## src/shared/ubmr_pkg.sv

```systemverilog
/*
 Package for the miscellaneous and buffer-length register bank: command codes,
 reset values and the carriers that join the command decoder to the register bank.
 Assumes a 16-bit host data path and 8-bit command codes.
*/
package ubmr_pkg;

	localparam int unsigned DATA_WIDTH = 16;
	localparam int unsigned CODE_WIDTH = 8;

	// Read and write command codes
	localparam logic [7:0] CMD_IDENTITY_READ = 8'h27;
	localparam logic [7:0] CMD_SCRATCH_READ = 8'h28;
	localparam logic [7:0] CMD_SCRATCH_WRITE = 8'hA8;
	localparam logic [7:0] CMD_SOFT_RESET_WRITE = 8'hA9;
	localparam logic [7:0] CMD_ISO_LENGTH_READ = 8'h2A;
	localparam logic [7:0] CMD_ISO_LENGTH_WRITE = 8'hAA;
	localparam logic [7:0] CMD_APER_LENGTH_READ = 8'h2B;
	localparam logic [7:0] CMD_APER_LENGTH_WRITE = 8'hAB;

	localparam logic [15:0] SOFT_RESET_PATTERN = 16'h00F6;
	localparam logic [15:0] SCRATCH_RESET = 16'h0000;
	localparam logic [15:0] ISO_LENGTH_RESET = 16'h0000;
	localparam logic [15:0] APER_LENGTH_RESET = 16'h0000;
	localparam logic [15:0] READ_DATA_RESET = 16'h0000;
	localparam logic [15:0] BUFFER_RAM_BYTES = 16'h1000;

	// Arbitrary neutral identity; replace with the real product and revision
	localparam logic [7:0] IDENTITY_PRODUCT = 8'h5A;
	localparam logic [7:0] IDENTITY_REVISION = 8'h01;

	typedef enum logic [2:0] {
		UBMR_SEL_NONE,
		UBMR_SEL_IDENTITY,
		UBMR_SEL_SCRATCH,
		UBMR_SEL_SOFT_RESET,
		UBMR_SEL_ISO_LENGTH,
		UBMR_SEL_APER_LENGTH
	} ubmr_select_type;

	typedef struct packed {
		logic write;
		logic read;
		ubmr_select_type select;
	} ubmr_decode_type;

	typedef struct packed {
		logic [15:0] iso_length;
		logic [15:0] aperiodic_length;
		logic layout_fits;
	} ubmr_layout_type;

endpackage : ubmr_pkg

```

## src/logic/ubmr_decode.sv

```systemverilog
/*
 Command-code decoder for the register bank: maps one 8-bit command code to a
 register select and a read or write flag. Purely combinational; the caller
 qualifies the result with its own command strobe.
*/
`timescale 1ns/1ps
module ubmr_decode (
	input wire logic [7:0] i_code,
	output ubmr_pkg::ubmr_decode_type o_decode
);

	always_comb begin
		o_decode = '{write: 1'b0, read: 1'b0, select: ubmr_pkg::UBMR_SEL_NONE};
		case (i_code)
			ubmr_pkg::CMD_IDENTITY_READ: begin
				o_decode.read = 1'b1;
				o_decode.select = ubmr_pkg::UBMR_SEL_IDENTITY;
			end
			ubmr_pkg::CMD_SCRATCH_READ: begin
				o_decode.read = 1'b1;
				o_decode.select = ubmr_pkg::UBMR_SEL_SCRATCH;
			end
			ubmr_pkg::CMD_SCRATCH_WRITE: begin
				o_decode.write = 1'b1;
				o_decode.select = ubmr_pkg::UBMR_SEL_SCRATCH;
			end
			ubmr_pkg::CMD_SOFT_RESET_WRITE: begin
				o_decode.write = 1'b1;
				o_decode.select = ubmr_pkg::UBMR_SEL_SOFT_RESET;
			end
			ubmr_pkg::CMD_ISO_LENGTH_READ: begin
				o_decode.read = 1'b1;
				o_decode.select = ubmr_pkg::UBMR_SEL_ISO_LENGTH;
			end
			ubmr_pkg::CMD_ISO_LENGTH_WRITE: begin
				o_decode.write = 1'b1;
				o_decode.select = ubmr_pkg::UBMR_SEL_ISO_LENGTH;
			end
			ubmr_pkg::CMD_APER_LENGTH_READ: begin
				o_decode.read = 1'b1;
				o_decode.select = ubmr_pkg::UBMR_SEL_APER_LENGTH;
			end
			ubmr_pkg::CMD_APER_LENGTH_WRITE: begin
				o_decode.write = 1'b1;
				o_decode.select = ubmr_pkg::UBMR_SEL_APER_LENGTH;
			end
			default: begin
				o_decode.select = ubmr_pkg::UBMR_SEL_NONE;
			end
		endcase
	end

endmodule : ubmr_decode

```

## src/logic/ubmr_regs.sv

```systemverilog
/*
 Miscellaneous and buffer-length register bank of an embedded USB host controller.
 Assumes the host port logic of the controller core presents each command as a
 one-cycle strobe with code and write data on i_clock; read data is registered.
*/
// What this block does
// - Code 27 reads a fixed 16-bit identity word: product in the high byte, revision in the low byte.
// - A scratch word reads with code 28, writes with code A8, keeps the last write and resets to zero.
// - Writing F6H with code A9 resets the scratch and both length registers but leaves the buffer memory alone.
// - An isochronous length, read 2A and written AA, sizes both isochronous buffers alike and resets to zero.
// - An aperiodic length, read 2B and written AB, sets the aperiodic buffer size in bytes and resets to zero.
`timescale 1ns/1ps
module ubmr_regs #(
	parameter logic [7:0] PRODUCT_CODE = ubmr_pkg::IDENTITY_PRODUCT,
	parameter logic [7:0] REVISION_CODE = ubmr_pkg::IDENTITY_REVISION
) (
	input wire logic i_clock,
	input wire logic i_reset_n,
	input wire logic i_command_strobe,
	input wire logic [7:0] i_command_code,
	input wire logic [15:0] i_write_data,
	output logic [15:0] o_read_data,
	output logic o_read_valid,
	output logic o_soft_reset,
	output ubmr_pkg::ubmr_layout_type o_layout
);

	ubmr_pkg::ubmr_decode_type decode;
	logic [15:0] scratch_reg;
	logic [15:0] iso_length_field;
	logic [15:0] aperiodic_length_field;
	logic soft_reset_pulse;
	logic write_hit;
	logic read_hit;
	logic [15:0] next_read_data;

	ubmr_decode u_decode (
		.i_code(i_command_code),
		.o_decode(decode)
	);

	assign write_hit = i_command_strobe && decode.write;
	assign read_hit = i_command_strobe && decode.read;

	function automatic logic [16:0] ubmr_layout_bytes(input logic [15:0] iso, input logic [15:0] aper);
		ubmr_layout_bytes = {1'b0, aper} + {iso, 1'b0};
	endfunction : ubmr_layout_bytes

	always_ff @(posedge i_clock or negedge i_reset_n) begin
		if (!i_reset_n) begin
			soft_reset_pulse <= 1'b0;
		end else begin
			soft_reset_pulse <= write_hit && decode.select == ubmr_pkg::UBMR_SEL_SOFT_RESET
				&& i_write_data == ubmr_pkg::SOFT_RESET_PATTERN;
		end
	end

	always_ff @(posedge i_clock or negedge i_reset_n) begin
		if (!i_reset_n) begin
			scratch_reg <= ubmr_pkg::SCRATCH_RESET;
		end else if (soft_reset_pulse) begin
			scratch_reg <= ubmr_pkg::SCRATCH_RESET;
		end else if (write_hit && decode.select == ubmr_pkg::UBMR_SEL_SCRATCH) begin
			scratch_reg <= i_write_data;
		end
	end

	always_ff @(posedge i_clock or negedge i_reset_n) begin
		if (!i_reset_n) begin
			iso_length_field <= ubmr_pkg::ISO_LENGTH_RESET;
		end else if (soft_reset_pulse) begin
			iso_length_field <= ubmr_pkg::ISO_LENGTH_RESET;
		end else if (write_hit && decode.select == ubmr_pkg::UBMR_SEL_ISO_LENGTH) begin
			iso_length_field <= i_write_data;
		end
	end

	always_ff @(posedge i_clock or negedge i_reset_n) begin
		if (!i_reset_n) begin
			aperiodic_length_field <= ubmr_pkg::APER_LENGTH_RESET;
		end else if (soft_reset_pulse) begin
			aperiodic_length_field <= ubmr_pkg::APER_LENGTH_RESET;
		end else if (write_hit && decode.select == ubmr_pkg::UBMR_SEL_APER_LENGTH) begin
			aperiodic_length_field <= i_write_data;
		end
	end

	always_comb begin
		case (decode.select)
			ubmr_pkg::UBMR_SEL_IDENTITY: next_read_data = {PRODUCT_CODE, REVISION_CODE};
			ubmr_pkg::UBMR_SEL_SCRATCH: next_read_data = scratch_reg;
			ubmr_pkg::UBMR_SEL_ISO_LENGTH: next_read_data = iso_length_field;
			ubmr_pkg::UBMR_SEL_APER_LENGTH: next_read_data = aperiodic_length_field;
			default: next_read_data = ubmr_pkg::READ_DATA_RESET;
		endcase
	end

	always_ff @(posedge i_clock or negedge i_reset_n) begin
		if (!i_reset_n) begin
			o_read_data <= ubmr_pkg::READ_DATA_RESET;
			o_read_valid <= 1'b0;
		end else begin
			o_read_valid <= read_hit;
			if (read_hit) begin
				o_read_data <= next_read_data;
			end
		end
	end

	assign o_soft_reset = soft_reset_pulse;

	// Layout check flag
	// Only reported to the core; the device does not refuse an oversized layout.
	always_comb begin
		o_layout.iso_length = iso_length_field;
		o_layout.aperiodic_length = aperiodic_length_field;
		o_layout.layout_fits = ubmr_layout_bytes(iso_length_field, aperiodic_length_field)
			<= {1'b0, ubmr_pkg::BUFFER_RAM_BYTES};
	end

	property p_scratch_write;
		@(posedge i_clock) disable iff (!i_reset_n)
		(write_hit && decode.select == ubmr_pkg::UBMR_SEL_SCRATCH && !soft_reset_pulse)
			|=> scratch_reg == $past(i_write_data);
	endproperty
	a_scratch_write: assert property (p_scratch_write) else $error("scratch write lost");

	property p_soft_reset_fires;
		@(posedge i_clock) disable iff (!i_reset_n)
		(write_hit && decode.select == ubmr_pkg::UBMR_SEL_SOFT_RESET
			&& i_write_data == ubmr_pkg::SOFT_RESET_PATTERN)
			|=> o_soft_reset ##1 (scratch_reg == ubmr_pkg::SCRATCH_RESET
			&& iso_length_field == ubmr_pkg::ISO_LENGTH_RESET
			&& aperiodic_length_field == ubmr_pkg::APER_LENGTH_RESET);
	endproperty
	a_soft_reset_fires: assert property (p_soft_reset_fires) else $error("soft reset did not clear");

	property p_bad_pattern;
		@(posedge i_clock) disable iff (!i_reset_n)
		// A legal write may follow straight away, so stability is judged at the next edge only
		(write_hit && decode.select == ubmr_pkg::UBMR_SEL_SOFT_RESET
			&& i_write_data != ubmr_pkg::SOFT_RESET_PATTERN && !soft_reset_pulse)
			|=> !o_soft_reset && $stable(scratch_reg) && $stable(iso_length_field)
			&& $stable(aperiodic_length_field);
	endproperty
	a_bad_pattern: assert property (p_bad_pattern) else $error("bad pattern caused reset");

	property p_identity_read;
		@(posedge i_clock) disable iff (!i_reset_n)
		(read_hit && i_command_code == ubmr_pkg::CMD_IDENTITY_READ)
			|=> o_read_valid && o_read_data == {PRODUCT_CODE, REVISION_CODE};
	endproperty
	a_identity_read: assert property (p_identity_read) else $error("identity read wrong");

	property p_iso_read;
		@(posedge i_clock) disable iff (!i_reset_n)
		(read_hit && i_command_code == ubmr_pkg::CMD_ISO_LENGTH_READ)
			|=> o_read_data == $past(iso_length_field);
	endproperty
	a_iso_read: assert property (p_iso_read) else $error("iso length read wrong");

	property p_aper_write;
		@(posedge i_clock) disable iff (!i_reset_n)
		(write_hit && i_command_code == ubmr_pkg::CMD_APER_LENGTH_WRITE && !soft_reset_pulse)
			|=> aperiodic_length_field == $past(i_write_data);
	endproperty
	a_aper_write: assert property (p_aper_write) else $error("aperiodic length write lost");

	property p_layout_flag;
		@(posedge i_clock) disable iff (!i_reset_n)
		o_layout.layout_fits == (32'(aperiodic_length_field) + 32'(iso_length_field) * 2
			<= 32'(ubmr_pkg::BUFFER_RAM_BYTES));
	endproperty
	a_layout_flag: assert property (p_layout_flag) else $error("layout flag wrong");

	property p_scratch_read;
		@(posedge i_clock) disable iff (!i_reset_n)
		(read_hit && i_command_code == ubmr_pkg::CMD_SCRATCH_READ)
			|=> o_read_valid && o_read_data == $past(scratch_reg);
	endproperty
	a_scratch_read: assert property (p_scratch_read) else $error("scratch read wrong");

	property p_read_data_holds;
		@(posedge i_clock) disable iff (!i_reset_n)
		!read_hit |=> !o_read_valid && $stable(o_read_data);
	endproperty
	a_read_data_holds: assert property (p_read_data_holds) else $error("read data moved without a read");

	property p_iso_write;
		@(posedge i_clock) disable iff (!i_reset_n)
		(write_hit && i_command_code == ubmr_pkg::CMD_ISO_LENGTH_WRITE && !soft_reset_pulse)
			|=> iso_length_field == $past(i_write_data);
	endproperty
	a_iso_write: assert property (p_iso_write) else $error("iso length write lost");

	property p_aper_read;
		@(posedge i_clock) disable iff (!i_reset_n)
		(read_hit && i_command_code == ubmr_pkg::CMD_APER_LENGTH_READ)
			|=> o_read_valid && o_read_data == $past(aperiodic_length_field);
	endproperty
	a_aper_read: assert property (p_aper_read) else $error("aperiodic length read wrong");

	// A write landing in the pulse cycle is dropped: the reset has priority
	property p_reset_wins;
		@(posedge i_clock) disable iff (!i_reset_n)
		soft_reset_pulse |=> scratch_reg == ubmr_pkg::SCRATCH_RESET
			&& iso_length_field == ubmr_pkg::ISO_LENGTH_RESET
			&& aperiodic_length_field == ubmr_pkg::APER_LENGTH_RESET;
	endproperty
	a_reset_wins: assert property (p_reset_wins) else $error("register survived soft reset");

	property p_soft_reset_source;
		@(posedge i_clock) disable iff (!i_reset_n)
		o_soft_reset |-> $past(i_command_strobe) && $past(i_command_code) == ubmr_pkg::CMD_SOFT_RESET_WRITE
			&& $past(i_write_data) == ubmr_pkg::SOFT_RESET_PATTERN;
	endproperty
	a_soft_reset_source: assert property (p_soft_reset_source) else $error("soft reset without pattern");

endmodule : ubmr_regs

```

## config.mk

```make
export PLATFORM = sky130hd
export DESIGN_NAME = ubmr_regs
export DESIGN_NICKNAME = d
export VERILOG_FILES = /design/src/shared/ubmr_pkg.sv /design/src/logic/ubmr_decode.sv /design/src/logic/ubmr_regs.sv
export SDC_FILE = /design/constraint.sdc
export NUM_CORES = 1
export LEC_CHECK = 0
export ABC_CLOCK_PERIOD_IN_PS = 2200
export BUFFER_PORTS_ARGS = -buffer_cell sky130_fd_sc_hd__buf_2
export CAP_MARGIN = 40
export CORE_MARGIN = 2
export CORE_UTILIZATION = 42
export DETAILED_ROUTE_END_ITERATION = 10
export HOLD_SLACK_MARGIN = 0.03
export MAX_ROUTING_LAYER = met4
export PLACE_DENSITY = 0.75
export SLEW_MARGIN = 40
export SYNTH_ARGS = -nofsm -noshare
export SYNTH_HDL_FRONTEND = slang
export SYNTH_SLANG_ARGS = --single-unit
```

## constraint.sdc

```tcl
create_clock -name i_clock -period 2.2 [get_ports i_clock]
set_input_delay 0.11 -clock i_clock [delete_from_list [all_inputs] [get_ports i_clock]]
set_output_delay 0.11 -clock i_clock [all_outputs]
set_load 0.01 [all_outputs]
```

==> results.sh <==
export IMPL_cts_sinks=66
export IMPL_layout_cells_most_common="nand2_1"
export IMPL_cp_max_fo=2
export IMPL_firstDrtPassIters=5
export IMPL_setup_violations_final=1
export IMPL_fmax_mhz=320
export IMPL_fillerInstances=803
export IMPL_clk_latency_ns=0.35
export IMPL_vias=4121
export IMPL_layout_nets=635
export IMPL_antenna_cells=0
export IMPL_p_leak_nw=2.53
export IMPL_yosys_warnings=0
export IMPL_overflow=0
export IMPL_root_buffer="clkbuf_8"
export IMPL_p_per_area_mw_per_mm2=522
export IMPL_worstMarginPinSlew_ns=0.707
export IMPL_swShare=0.248
export IMPL_highest_layer="met4"
export IMPL_max_cap_violations=0
export IMPL_cp_data_required_time_ns=2.09
export IMPL_grt_first_pass_wirelength_um=19300
export IMPL_core_mm2=0.00915
export IMPL_synth_ff_type="dfrtp_1"
export IMPL_worstPathArrival_ns=3.01
export IMPL_final_cell_mix="nand2_1, buf_2, buf_4, dfrtp_1, a21oi_1"
export IMPL_p_int_mw=2.02
export IMPL_drt_wl_total_um=12000
export IMPL_ant_nets=0
export IMPL_die_x_um=101
export IMPL_drc_errors=0
export IMPL_dp_hpwl_um=9100
export IMPL_ios=78
export IMPL_fp_dieH_um=101
export IMPL_grt_pass1_vias=3877
export IMPL_pwr_share_clk=0.431
export IMPL_synth_edf_count=0
export IMPL_hold_viol=0
export IMPL_tns_ns=-0.924
export IMPL_postSynthAreaPerCell_um2=8.65
export IMPL_relSlewSlack=0.529
export IMPL_cts_buffers=9
export IMPL_status="complete, but fails checks"
export IMPL_hold_class="input pin to flop"
export IMPL_fin_crit_sh=1.42
export IMPL_holdWs_ns=0.0373
export IMPL_power_total_mw=2.69
export IMPL_slowest_delay_ns=0.49
export IMPL_met1_length_um=5140
export IMPL_synthArstFlopShare=1.00
export IMPL_clock_path_buffers=2
export IMPL_antenna_found_initial=0
export IMPL_vias_per_cell=5.82
export IMPL_drive_gt1_frac=0.300
export IMPL_vdd_ir_drop_max_mv=0.264
export IMPL_num_rows=35
export IMPL_maxSlewViolCount=0
export IMPL_path_clk_slew_ns=0.07
export IMPL_h_tree_depth=3
export IMPL_met3_length_um=970
export IMPL_critPathSlowestCell="fa_1"
export IMPL_dieArea_mm2=0.0101
export IMPL_regArea_mm2=0.00165
export IMPL_area_growth_pct=31.6
export IMPL_io_buffers=77
export IMPL_violations="setup timing"
export IMPL_p_comb_frac=0.109
export IMPL_wl_met2_um=5590
export IMPL_place_gp_congestion=0.909
export IMPL_drtIter0Drc=445
export IMPL_start_kind="flop"
export IMPL_setup_ws_ns=-0.924
export IMPL_crit_type="flop to output port"
export IMPL_end_kind="output port"
export IMPL_rsz0062_at_grt="true"
export IMPL_dp_slack_ns=-0.552
export IMPL_ys_seq_area_frac=0.422
export IMPL_multi_input_area_mm2=0.00209
export IMPL_initial_core_util=0.428
export IMPL_grt_max_degree=41
export IMPL_crit_chain="ha_1, inv_1, fa_1, or3b_1, nor4_1, o2111ai_1, a2111oi_4, o2111ai_2, a211oi_2, buf_2"
export IMPL_syn_area_mm2=0.00392
export IMPL_final_util=0.563
export IMPL_tritoncts="done"
export IMPL_fin_skew_ns=0.00696
export IMPL_globalRouteTotalUtil=0.250
export IMPL_synth_cell_types=58
export IMPL_synth_nets=496
export IMPL_postCtsSetupRepairBufs=0
export IMPL_wl_per_cell_um=16.9
export IMPL_p_sw_mw=0.669
export IMPL_netlist_instances=453
export IMPL_seq_power_share=0.460
export IMPL_ys_ff_latch=66
export IMPL_period_needed_ns=3.12
## Yosys cell counts, types with 2 or more instances
library cell | instances | area (um^2)
nand2_1 | 94 | 353
dfrtp_1 | 66 | 1650
a21oi_1 | 62 | 310
nand3_1 | 41 | 205
o21ai_1 | 17 | 85.1
clkbuf_1 | 15 | 56.3
ha_1 | 15 | 188
inv_1 | 12 | 45.0
nor2_1 | 12 | 45.0
a222oi_1 | 11 | 110
o21ai_0 | 9 | 45.0
nor3_1 | 7 | 35.0
buf_2 | 6 | 30.0
a211oi_1 | 5 | 37.5
a221o_1 | 5 | 50.1
o211ai_1 | 5 | 37.5
buf_6 | 4 | 45.0
xor2_1 | 4 | 35.0
a2111oi_0 | 3 | 26.3
a21o_1 | 3 | 22.5
buf_4 | 3 | 22.5
nand2b_1 | 3 | 18.8
nor4_1 | 3 | 18.8
xnor2_1 | 3 | 26.3
a211oi_2 | 2 | 25.0
a31oi_1 | 2 | 12.5
nand3b_1 | 2 | 15.0
nand4_1 | 2 | 12.5
nand4b_1 | 2 | 17.5
nor3_2 | 2 | 20.0
nor3b_1 | 2 | 15.0
nor3b_2 | 2 | 25.0
o2111ai_1 | 2 | 17.5
o21a_1 | 2 | 15.0
or3_1 | 2 | 12.5
## repair_timing
item                                    CTS  global route
cloned                                    0             0
hold endpoints to repair                 31             0
endpoints found under the setup margin    1             1
hold buffers                              6             0
gates resized for setup                   1             0
pin swaps                                 0             0
## final cells by class
type,count,share of cell area
repair buffers,156,0.195
clock inverters,6,0.0175
clock buffers,10,0.0267
inverters,12,0.00874
flip-flops and latches,66,0.320
multi-input cells,347,0.405
well taps,111,0.0269
## routing by layer
layer  GRT usage  vias to the layer above
li1            -                     1933
met1       0.339                     1951
met2       0.383                      212
met3      0.0361                       25
met4      0.0906                        0
met5           -                        -
## path summary, 6_finish.rpt
check / cells after the start / slack [ns] / to / startpoint
worst max register to register: 2 / 0.85 / scratch_reg[4]$_DFFE_PN0P_ / o_soft_reset$_DFF_PN0_
worst max-delay path: 10 / -0.92 / o_layout[0] / aperiodic_length_field[1]$_DFFE_PN0P_
worst min register to register: 2 / 0.49 / o_read_data[4]$_DFFE_PN0P_ / o_read_data[4]$_DFFE_PN0P_
worst min-delay path: 3 / 0.04 / aperiodic_length_field[13]$_DFFE_PN0P_ / i_write_data[13]
max in group asynchronous: 3 / 1.25 / o_read_data[2]$_DFFE_PN0P_ / i_reset_n
min in group asynchronous: 2 / 0.31 / o_read_data[11]$_DFFE_PN0P_ / i_reset_n
## power by group through the flow
stage / Sequential, mW / Clock, mW / Combinational, mW
finish: 1.24 / 1.16 / 0.292
global route: 1.24 / 1.22 / 0.317
CTS: 1.24 / 1.17 / 0.292
detailed placement: 1.26 / 0 / 0.278
global placement: 1.26 / 0 / 0.272
floorplan: 1.27 / 0 / 0.117
## worst max-delay path: cells and delay by family, from the launching register on
kind                     cells  cell delay, ns
buffers and inverters        2            0.21
AND/OR/NAND/NOR              2            0.57
adder cells (fa/ha/maj)      2            0.65
AO/OA/AOI/OAI                4            0.89
flip-flops                   1            0.35
## through the flow
| stage | cell area [um^2] | instances |
|---|---|---|
| floorplan | 3920 | 453 |
| global placement | 4860 | 686 |
| detailed placement | 4860 | 686 |
| CTS | 5150 | 708 |
| global route | 5150 | 708 |
| finish | 5150 | 708 |
## cells by family (layout without fill, tap and decap cells)
family / count (synthesis) / count (layout) / share of synthesized area
buf+inv: 40 / 184 / 0.0508
flops: 66 / 66 / 0.422
compound gates: 140 / 140 / 0.233
mux: 1 / 1 / 0.00256
fa+ha+maj: 16 / 16 / 0.0530
simple gates: 183 / 183 / 0.223
xor+xnor: 7 / 7 / 0.0157
No activity file was read; power rests on OpenSTA's default activity.
